$ cat src/verilog/sdbo_pkg.sv
// Purpose: Shared constants, types and helpers of the burst sequencer.
// Assumes: One 20 MHz clock, synchronous active-low reset.
// Notes: Mode word layout matches the packed mode struct bit for bit.
// Behaviour
// - Mode order bit picks sequential or interleaved.
// - Sequential steps up, wraps in aligned block.
// - Interleaved column is start XOR beat count.
// - Length two: bits 8..1 block, bit 0 start.
// - Length four: bits 8..2 block, 1..0 start.
// - Length eight: bits 8..3 block, 2..0 start.
// - Full page: 512 columns, sequential only.
// - Length one: single column, order bit ignored.
// - Read latency is two or three clocks.
// - Data driven after n+m-1, valid by n+m.
// - Operating mode zero is normal operation.
// - Write mode bit forces single-location writes.
// - Deselected: no new command, bursts continue.
// - No-operation registers nothing, bursts continue.
// - Mode fields: length, order, latency, mode, write.
// - Mode held until loaded again.
package sdbo_pkg;
   localparam int COL_W = 9;
   localparam int ADDR_W = 12;
   localparam int MODE_W = 10;
   localparam int IDX_W = 10;
   localparam int PAGE_COLS = 512;
   localparam logic [2:0] BL_1 = 3'h0;
   localparam logic [2:0] BL_2 = 3'h1;
   localparam logic [2:0] BL_4 = 3'h2;
   localparam logic [2:0] BL_8 = 3'h3;
   localparam logic [2:0] BL_PAGE = 3'h7;
   localparam logic [2:0] LAT_TWO = 3'h2;
   localparam logic [1:0] OPM_NORMAL = 2'h0;
   localparam logic [9:0] MODE_RESET = 10'h020;
   localparam logic [7:0] REG_MODE = 8'h00;
   localparam logic [7:0] REG_STATUS = 8'h04;
   localparam int STAT_BUSY = 0;
   localparam int STAT_WR = 1;
   localparam int STAT_IDX_LSB = 4;
   localparam int STAT_COL_LSB = 16;

   typedef struct packed {
      logic wsingle;
      logic [1:0] opm;
      logic [2:0] lat;
      logic order;
      logic [2:0] bl;
   } sdbo_mode_type;

   typedef struct packed {
      logic cs_n;
      logic ras_n;
      logic cas_n;
      logic we_n;
      logic [ADDR_W-1:0] addr;
   } sdbo_cmd_type;

   typedef struct packed {
      logic valid;
      logic write;
      logic [COL_W-1:0] col;
   } sdbo_acc_type;

   typedef struct packed {
      logic oe;
      logic [COL_W-1:0] col;
   } sdbo_rd_type;

   typedef struct packed {
      logic cyc;
      logic stb;
      logic we;
      logic [7:0] adr;
      logic [3:0] sel;
      logic [31:0] dat;
   } sdbo_wb_req_type;

   typedef struct packed {
      logic ack;
      logic [31:0] dat;
   } sdbo_wb_rsp_type;

   typedef enum logic [1:0] {
      ST_IDLE = 2'h0,
      ST_BURST = 2'h1
   } sdbo_state_type;

   // Reserved length codes behave as length one.
   function automatic logic [COL_W-1:0] sdbo_mask(input logic [2:0] bl);
      case (bl)
         BL_2: sdbo_mask = 9'h001;
         BL_4: sdbo_mask = 9'h003;
         BL_8: sdbo_mask = 9'h007;
         BL_PAGE: sdbo_mask = 9'h1FF;
         default: sdbo_mask = 9'h000;
      endcase
   endfunction

   function automatic logic [IDX_W-1:0] sdbo_beats(input logic [2:0] bl);
      sdbo_beats = {1'b0, sdbo_mask(bl)} + 10'h001;
   endfunction
endpackage

$ cat src/verilog/sdbo_col_gen.sv
// Purpose: Column of one beat from start column, beat index and mode.
// Assumes: Index counts from zero within the burst.
// Notes: Purely combinational.
`timescale 1ns/1ns
`default_nettype none
module sdbo_col_gen
   import sdbo_pkg::*;
(
   input wire logic [sdbo_pkg::COL_W-1:0] start,
   input wire logic [sdbo_pkg::IDX_W-1:0] idx,
   input wire logic [2:0] bl,
   input wire logic order,
   output logic [sdbo_pkg::COL_W-1:0] col
);
   always_comb begin
      logic [COL_W-1:0] m;
      logic [COL_W-1:0] low;
      m = sdbo_mask(bl);
      low = '0;
      // Full page never interleaves; length one has an empty mask.
      if (order && bl != BL_PAGE) begin
         low = start ^ idx[COL_W-1:0];
      end else begin
         low = start + idx[COL_W-1:0];
      end
      col = (start & ~m) | (low & m);
   end
endmodule // sdbo_col_gen
`default_nettype wire

$ cat src/verilog/sdbo_lat_pipe.sv
// Purpose: Delays read beats to the output by the programmed latency.
// Assumes: Beat enters one edge after the read was registered.
// Notes: Output is registered so oe rises right after edge n+m-1.
`timescale 1ns/1ns
`default_nettype none
module sdbo_lat_pipe
   import sdbo_pkg::*;
(
   input wire logic clock,
   input wire logic rst_n,
   input wire sdbo_pkg::sdbo_acc_type beat,
   input wire logic lat2,
   output sdbo_pkg::sdbo_rd_type rd
);
   typedef struct packed {
      sdbo_rd_type s1;
      sdbo_rd_type out;
   } sdbo_pipe_type;

   sdbo_pipe_type st_r;
   sdbo_pipe_type st_nxt;

   always_comb begin
      sdbo_rd_type in;
      in.oe = beat.valid & ~beat.write;
      in.col = beat.col;
      st_nxt.s1 = in;
      st_nxt.out = lat2 ? in : st_r.s1;
   end

   always_ff @(posedge clock) begin
      if (!rst_n) begin
         st_r <= '0;
      end else begin
         st_r <= st_nxt;
      end
   end

   assign rd = st_r.out;
endmodule // sdbo_lat_pipe
`default_nettype wire

$ cat src/verilog/sdbo_seq.sv
// Purpose: Command decode, mode hold and burst column sequencing.
// Assumes: Command inputs come from logic on the same clock.
// Notes: Registers reached over classic Wishbone.
//
// The Wishbone interface to the registers and the placing of the registers were left to the implementer.
`timescale 1ns/1ns
`default_nettype none
module sdbo_seq
   import sdbo_pkg::*;
(
   input wire logic clock,
   input wire logic rst_n,
   input wire sdbo_pkg::sdbo_cmd_type cmd_i,
   input wire sdbo_pkg::sdbo_wb_req_type wb_i,
   output sdbo_pkg::sdbo_wb_rsp_type wb_o,
   output sdbo_pkg::sdbo_acc_type acc_o,
   output sdbo_pkg::sdbo_rd_type rd_o,
   output logic [sdbo_pkg::MODE_W-1:0] mode_o
);
   typedef struct packed {
      sdbo_state_type st;
      sdbo_mode_type mode;
      logic [2:0] bl;
      logic order;
      logic wr;
      logic [COL_W-1:0] start;
      logic [IDX_W-1:0] idx;
      sdbo_acc_type acc;
      sdbo_wb_rsp_type rsp;
   } sdbo_seq_type;

   sdbo_seq_type st_r;
   sdbo_seq_type st_nxt;
   logic sel;
   logic is_nop;
   logic is_rd;
   logic is_wr;
   logic is_lmr;
   logic go;
   logic wb_hit;
   logic [COL_W-1:0] gen_col;
   logic [2:0] cmd_bl;

   // A raised chip select blocks every command; nothing below needs
   // to stop a burst for it, which keeps the burst running.
   assign sel = ~cmd_i.cs_n;
   assign is_nop = sel & cmd_i.ras_n & cmd_i.cas_n & cmd_i.we_n;
   assign is_rd = sel & cmd_i.ras_n & ~cmd_i.cas_n & cmd_i.we_n;
   assign is_wr = sel & cmd_i.ras_n & ~cmd_i.cas_n & ~cmd_i.we_n;
   assign is_lmr = sel & ~cmd_i.ras_n & ~cmd_i.cas_n & ~cmd_i.we_n;
   // Reserved or test operating modes do not start accesses.
   assign go = (is_rd | is_wr) & (st_r.mode.opm == OPM_NORMAL);
   assign wb_hit = wb_i.cyc & wb_i.stb;
   assign cmd_bl = (is_wr & st_r.mode.wsingle) ? BL_1 : st_r.mode.bl;

   sdbo_col_gen u_col (
      .start(st_r.start),
      .idx(st_r.idx),
      .bl(st_r.bl),
      .order(st_r.order),
      .col(gen_col)
   );

   sdbo_lat_pipe u_pipe (
      .clock(clock),
      .rst_n(rst_n),
      .beat(st_r.acc),
      .lat2(st_r.mode.lat == LAT_TWO),
      .rd(rd_o)
   );

   always_comb begin
      logic [MODE_W-1:0] mw;
      logic [IDX_W-1:0] nidx;
      st_nxt = st_r;
      mw = st_r.mode;
      nidx = st_r.idx + 10'h001;
      st_nxt.acc.valid = 1'b0;

      // Bus writes land at the edge that samples ack, by byte lane.
      if (wb_hit && wb_i.we && st_r.rsp.ack && wb_i.adr == REG_MODE) begin
         if (wb_i.sel[0]) begin
            mw[7:0] = wb_i.dat[7:0];
         end
         if (wb_i.sel[1]) begin
            mw[9:8] = wb_i.dat[9:8];
         end
      end
      // A pin load in the same cycle outranks a bus write.
      if (is_lmr) begin
         mw = cmd_i.addr[MODE_W-1:0];
      end
      st_nxt.mode = mw;

      if (go) begin
         st_nxt.start = cmd_i.addr[COL_W-1:0];
         st_nxt.bl = cmd_bl;
         st_nxt.order = st_r.mode.order;
         st_nxt.wr = is_wr;
         st_nxt.idx = 10'h001;
         st_nxt.acc.valid = 1'b1;
         st_nxt.acc.write = is_wr;
         st_nxt.acc.col = cmd_i.addr[COL_W-1:0];
         st_nxt.st = (sdbo_beats(cmd_bl) > 10'h001) ? ST_BURST : ST_IDLE;
      end else begin
         case (st_r.st)
            ST_IDLE: begin
               st_nxt.st = ST_IDLE;
            end
            ST_BURST: begin
               st_nxt.acc.valid = 1'b1;
               st_nxt.acc.write = st_r.wr;
               st_nxt.acc.col = gen_col;
               st_nxt.idx = nidx;
               if (nidx == sdbo_beats(st_r.bl)) begin
                  st_nxt.st = ST_IDLE;
               end
            end
            default: begin
               st_nxt.st = ST_IDLE;
            end
         endcase
      end

      st_nxt.rsp.ack = wb_hit & ~st_r.rsp.ack;
      st_nxt.rsp.dat = 32'h00000000;
      if (wb_hit && !st_r.rsp.ack && !wb_i.we) begin
         case (wb_i.adr)
            REG_MODE: begin
               st_nxt.rsp.dat[MODE_W-1:0] = st_r.mode;
            end
            REG_STATUS: begin
               st_nxt.rsp.dat[STAT_BUSY] = (st_r.st == ST_BURST);
               st_nxt.rsp.dat[STAT_WR] = st_r.wr;
               st_nxt.rsp.dat[STAT_IDX_LSB +: IDX_W] = st_r.idx;
               st_nxt.rsp.dat[STAT_COL_LSB +: COL_W] = st_r.acc.col;
            end
            default: begin
               st_nxt.rsp.dat = 32'h00000000;
            end
         endcase
      end
   end

   always_ff @(posedge clock) begin
      if (!rst_n) begin
         st_r <= '0;
         st_r.mode <= MODE_RESET;
         st_r.st <= ST_IDLE;
      end else begin
         st_r <= st_nxt;
      end
   end

   assign wb_o = st_r.rsp;
   assign acc_o = st_r.acc;
   assign mode_o = st_r.mode;
endmodule // sdbo_seq
`default_nettype wire

$ cat config.mk
export PLATFORM = sky130hd
export DESIGN_NAME = sdbo_seq
export DESIGN_NICKNAME = d
export VERILOG_FILES = /design/src/verilog/sdbo_pkg.sv /design/src/verilog/sdbo_col_gen.sv /design/src/verilog/sdbo_lat_pipe.sv /design/src/verilog/sdbo_seq.sv
export SDC_FILE = /design/constraint.sdc
export NUM_CORES = 1
export LEC_CHECK = 0
export ABC_AREA = 1
export BUFFER_PORTS_ARGS = -buffer_cell sky130_fd_sc_hd__buf_2
export CAP_MARGIN = 20
export CORE_UTILIZATION = 45
export CTS_CLUSTER_DIAMETER = 100
export DETAILED_ROUTE_END_ITERATION = 12
export GPL_ROUTABILITY_DRIVEN = 0
export PLACE_DENSITY = 0.77
export SETUP_SLACK_MARGIN = 0.5
export SLEW_MARGIN = 30
export SYNTH_ARGS = -nofsm -noshare
export SYNTH_HDL_FRONTEND = slang
export SYNTH_SLANG_ARGS = --single-unit
$ cat constraint.sdc
create_clock -name clock -period 1.8 [get_ports clock]
set_input_delay 0.36 -clock clock [delete_from_list [all_inputs] [get_ports clock]]
set_output_delay 0.36 -clock clock [all_outputs]
set_load 0.1 [all_outputs]
==> run_summary.xml <==
<?xml version="1.0" encoding="UTF-8"?>
<metrics>
  <group name="global_route">
    <metric name="global_route.usage.met1" unit="%">27.4</metric>
    <metric name="global_route.usage.met2" unit="%">45.1</metric>
    <metric name="grt_util_met3" unit="%">5.49</metric>
    <metric name="total_grt_overflow" unit="">0</metric>
    <metric name="grt_max_degree" unit="">33</metric>
    <metric name="first_global_vias" unit="">4194</metric>
    <metric name="grt_use_total" unit="%">25.0</metric>
    <metric name="grt_antenna_before_repair" unit="">0</metric>
    <metric name="grt_pass1_wl" unit="mm">20.0</metric>
    <metric name="globalRoute.busiestLayer" unit="">met2</metric>
  </group>
  <group name="die">
    <metric name="io-pin-count" unit="">129</metric>
    <metric name="initial_standard_cell_utilization_of_the_core" unit="%">46.6</metric>
    <metric name="die_y" unit="µm">103</metric>
    <metric name="die_w" unit="µm">103</metric>
    <metric name="floorplan.die_area" unit="µm²">10500</metric>
    <metric name="core_area" unit="µm²">9770</metric>
    <metric name="placement_rows" unit="">36</metric>
  </group>
  <group name="yosys">
    <metric name="gate_count_post_synth" unit="">614</metric>
    <metric name="synth_seq_area_share" unit="%">39.6</metric>
    <metric name="synth_compound_gate_area_share" unit="%">14.1</metric>
    <metric name="synth.largest_area_cell" unit="">sky130_fd_sc_hd__dfxtp_1</metric>
    <metric name="dominantRegCellSynth" unit="">sky130_fd_sc_hd__dfxtp_1</metric>
    <metric name="synth-warning-count" unit="">0</metric>
    <metric name="yosys.cell_count.top_type" unit="">sky130_fd_sc_hd__nand2_1</metric>
    <metric name="yosys.area_share.simple" unit="%">21.7</metric>
    <metric name="synth_edf_count" unit="">0</metric>
    <metric name="postSynthRegisterBits" unit="">90</metric>
    <metric name="synthTopCellsByCount" unit="">106 x sky130_fd_sc_hd__nand2_1, 90 x sky130_fd_sc_hd__dfxtp_1, 85 x sky130_fd_sc_hd__inv_1</metric>
    <metric name="synth_cell_type_count" unit="">42</metric>
    <metric name="synth_top_family_by_area" unit="">simple AND/OR/NAND/NOR gates</metric>
    <metric name="adder_and_majority_gate_portion_of_the_synthesized_area" unit="%">3.19</metric>
    <metric name="synth_largest_type_area_fraction" unit="%">39.6</metric>
    <metric name="synthesis.area_per_instance" unit="µm²">7.42</metric>
    <metric name="synth.mux.area_fraction" unit="%">0.989</metric>
    <metric name="mappedNetlistArea" unit="µm²">4550</metric>
    <metric name="ys_async_sr_fraction" unit="%">0</metric>
    <metric name="post_synth_xor_area_fraction" unit="%">0.962</metric>
    <metric name="post_synth_main_area_contributors" unit="">sky130_fd_sc_hd__dfxtp_1 40%, sky130_fd_sc_hd__buf_4 11%, sky130_fd_sc_hd__nand2_1 8.7%</metric>
  </group>
  <group name="power_and_ir_drop">
    <metric name="power.internal" unit="mW">2.94</metric>
    <metric name="seq_power_share" unit="%">47.7</metric>
    <metric name="switching_power" unit="mW">1.40</metric>
    <metric name="power.ir.vdd_worst" unit="mV">0.375</metric>
    <metric name="netSwitchingFraction" unit="%">32.3</metric>
    <metric name="power_density" unit="nW/µm²">655</metric>
    <metric name="clkPwrFrac" unit="%">32.9</metric>
    <metric name="design_power_total" unit="mW">4.34</metric>
    <metric name="power.static_leakage" unit="nW">2.84</metric>
    <metric name="combinationalPowerShare" unit="%">19.4</metric>
  </group>
  <group name="timing">
    <metric name="hold-worst-slack" unit="ns">0.318</metric>
    <metric name="clock-skew-final" unit="ns">0.0126</metric>
    <metric name="maxSlewViolCount" unit="">0</metric>
    <metric name="layout_worst_path_cycle_share" unit="%">108</metric>
    <metric name="fin_tns_setup" unit="ns">-0.523</metric>
    <metric name="hold_viol_final" unit="">0</metric>
    <metric name="fmaxAchievable" unit="MHz">517</metric>
    <metric name="grt_setup_unrepaired" unit="">true</metric>
    <metric name="final.min_clock_period" unit="ns">1.94</metric>
    <metric name="setup_viol_count_final" unit="">5</metric>
    <metric name="layout_setup_ws" unit="ns">-0.136</metric>
  </group>
  <group name="cells_and_area">
    <metric name="nFillCells" unit="">651</metric>
    <metric name="sequential_cell_area" unit="µm²">1940</metric>
    <metric name="synthesis_to_finish_area_growth" unit="%">45.6</metric>
    <metric name="layoutNonFillerInstCount" unit="">838</metric>
    <metric name="share_of_post_route_cells_with_drive_strength_above_1" unit="%">45.0</metric>
    <metric name="nets" unit="">776</metric>
    <metric name="antenna_diodes" unit="">0</metric>
    <metric name="multi_input_area" unit="µm²">2250</metric>
    <metric name="finalCoreUtilization" unit="%">67.8</metric>
  </group>
  <group name="critical_path">
    <metric name="worstPathArrival" unit="ns">2.21</metric>
    <metric name="cp_max_fo" unit="">3</metric>
    <metric name="cp-start-kind" unit="">register</metric>
    <metric name="critPathKind" unit="">reg2reg</metric>
    <metric name="cp_endpoint_kind" unit="">register</metric>
    <metric name="crit_required" unit="ns">2.07</metric>
  </group>
  <group name="clocking">
    <metric name="tritoncts_num_sinks" unit="">90</metric>
    <metric name="cts_root_buffer" unit="">sky130_fd_sc_hd__clkbuf_8</metric>
    <metric name="clk-insertion-delay-late" unit="ns">0.38</metric>
    <metric name="clk_pin_slew_worst_paths" unit="ns">0.09</metric>
    <metric name="tritoncts" unit="">yes</metric>
    <metric name="clock_tree.buffer_depth" unit="">2</metric>
    <metric name="tritoncts_buffer_count" unit="">9</metric>
    <metric name="cts_hold_buffers" unit="">0</metric>
    <metric name="htree_levels" unit="">3</metric>
  </group>
  <group name="place">
    <metric name="placement.io_buffers" unit="">93</metric>
    <metric name="dp_hpwl" unit="mm">8.40</metric>
    <metric name="place_inst" unit="">793</metric>
  </group>
  <group name="run_status">
    <metric name="failing_checks" unit="">setup timing</metric>
    <metric name="run_status" unit="">finished with violations</metric>
  </group>
  <group name="route">
    <metric name="wl_per_cell" unit="µm">19.3</metric>
    <metric name="detail_route.wirelength" unit="mm">16.2</metric>
    <metric name="count_of_nets_left_with_antenna_violations_after_detail_routing" unit="">0</metric>
    <metric name="via_to_cell_ratio" unit="">5.62</metric>
    <metric name="count_of_vias_placed_by_the_detailed_router" unit="">4706</metric>
    <metric name="drc" unit="">0</metric>
    <metric name="drt-initial-drc-count" unit="">474</metric>
    <metric name="drtPass1Iterations" unit="">7</metric>
  </group>
  <group name="flow_run">
    <metric name="max-cap-violations" unit="">0</metric>
  </group>
  <group name="min_path">
    <metric name="worstHoldPathType" unit="">in2reg</metric>
  </group>
</metrics>
[placed cells by master, fill, tap and decap left out, types with 3 or more instances in the layout]
cell	netlist	final
sky130_fd_sc_hd__nor2_2	1	4
sky130_fd_sc_hd__dfxtp_4	0	25
sky130_fd_sc_hd__o22ai_1	10	10
sky130_fd_sc_hd__a21oi_2	0	7
sky130_fd_sc_hd__nor2_4	3	5
sky130_fd_sc_hd__clkbuf_8	0	9
sky130_fd_sc_hd__dfxtp_1	90	31
sky130_fd_sc_hd__buf_4	64	44
sky130_fd_sc_hd__inv_2	4	11
sky130_fd_sc_hd__nand3_2	1	12
sky130_fd_sc_hd__dfxtp_2	0	34
sky130_fd_sc_hd__inv_6	0	3
sky130_fd_sc_hd__nor2_1	44	39
sky130_fd_sc_hd__o21ai_1	5	14
sky130_fd_sc_hd__clkinv_4	0	3
sky130_fd_sc_hd__o21ai_0	44	28
sky130_fd_sc_hd__buf_12	0	53
sky130_fd_sc_hd__a21oi_1	43	35
sky130_fd_sc_hd__buf_2	5	36
sky130_fd_sc_hd__nand2_1	106	89
sky130_fd_sc_hd__a31oi_1	5	5
sky130_fd_sc_hd__o211ai_1	4	4
sky130_fd_sc_hd__nand3_1	44	32
sky130_fd_sc_hd__inv_1	85	75
sky130_fd_sc_hd__ha_4	0	8
sky130_fd_sc_hd__mux2_2	4	4
sky130_fd_sc_hd__buf_6	0	12
sky130_fd_sc_hd__nand2_4	1	6
sky130_fd_sc_hd__conb_1	1	9
sky130_fd_sc_hd__nand2_2	3	15
sky130_fd_sc_hd__o21ai_2	1	7
sky130_fd_sc_hd__nand4_1	6	6
[worst max-delay path, stage by stage, from the launching register on]
cell and delay, ns:
sky130_fd_sc_hd__dfxtp_1 0.52, sky130_fd_sc_hd__inv_1 0.14, sky130_fd_sc_hd__fa_2 0.37, sky130_fd_sc_hd__inv_2 0.07, sky130_fd_sc_hd__nand3_2 0.10, sky130_fd_sc_hd__nand2_4 0.12, sky130_fd_sc_hd__nand3_2 0.08, sky130_fd_sc_hd__nand2_1 0.08
sky130_fd_sc_hd__nand2_1 0.06, sky130_fd_sc_hd__nand3_1 0.08, sky130_fd_sc_hd__nand2_1 0.06, sky130_fd_sc_hd__nand3_1 0.07, sky130_fd_sc_hd__a21oi_1 0.06
[layer usage]
metal	up-vias	part of all wire, %
li1	2076	-
met4	0	5.2
met1	2193	35
met2	347	51
met3	90	9.7
met5	-	0
[stage by stage]
stage / worst slack (ns) / area [µm²]
6_report: -0.136 / 6630
5_1_grt: -0.135 / 6630
4_1_cts: 0.117 / 6140
3_5_place_dp: 0.0361 / 4990
3_3_place_gp: 0.0767 / 4990
2_1_floorplan: 0.210 / 4720
[cell type report]
type | instances | share of cell area [%]
tap | 133 | 2.51
clock inverter | 7 | 1.13
clock buffer | 9 | 1.87
multi-input combinational | 363 | 34.0
inverter | 91 | 5.51
timing repair buffer | 145 | 25.7
sequential | 90 | 29.2
[timing repair]
action | CTS | global route
gates resized for setup | 263 | 121
endpoints found under the setup margin | 90 | 70
setup buffers | 16 | 13
pin swaps | 17 | 32
[logic make-up (layout without fill, tap and decap cells)]
family | after synthesis | after routing
multiplexers | 4 | 4
AO/OA/AOI/OAI | 118 | 118
buffers and inverters | 169 | 252
XOR/XNOR | 5 | 5
adder cells (fa/ha/maj) | 11 | 11
other | 1 | 9
AND/OR/NAND/NOR | 216 | 216
flip-flops | 90 | 90
[registers in the layout, summed over array words and instances, names as in the netlist]
name and cells:
st_r 25, acc_o 11, mode_o 10, wb_o 24, u_pipe.st_r 10, u_pipe.rd 10
[power groups by stage]
stage / logic, mW / clock network [mW] / registers (mW)
final: 0.844 / 1.43 / 2.07
after global routing: 0.877 / 1.52 / 2.07
after CTS: 0.740 / 1.42 / 2.07
after detailed placement: 0.635 / 0 / 2.12
after global placement: 0.627 / 0 / 2.11
after floorplan: 0.548 / 0 / 2.11
[path summary, 6_finish.rpt]
kind / slack [ns] / depth (start not counted) / startpoint / end
setup / recovery: -0.14 / 12 / st_r[55] / acc_o[8]
hold / removal: 0.32 / 3 / cmd_i[2] / st_r[56]
setup reg to reg: -0.14 / 12 / st_r[55] / acc_o[8]
hold reg to reg: 0.44 / 2 / u_pipe.st_r[16] / u_pipe.rd[6]
No activity file was read; power rests on OpenSTA's default activity.
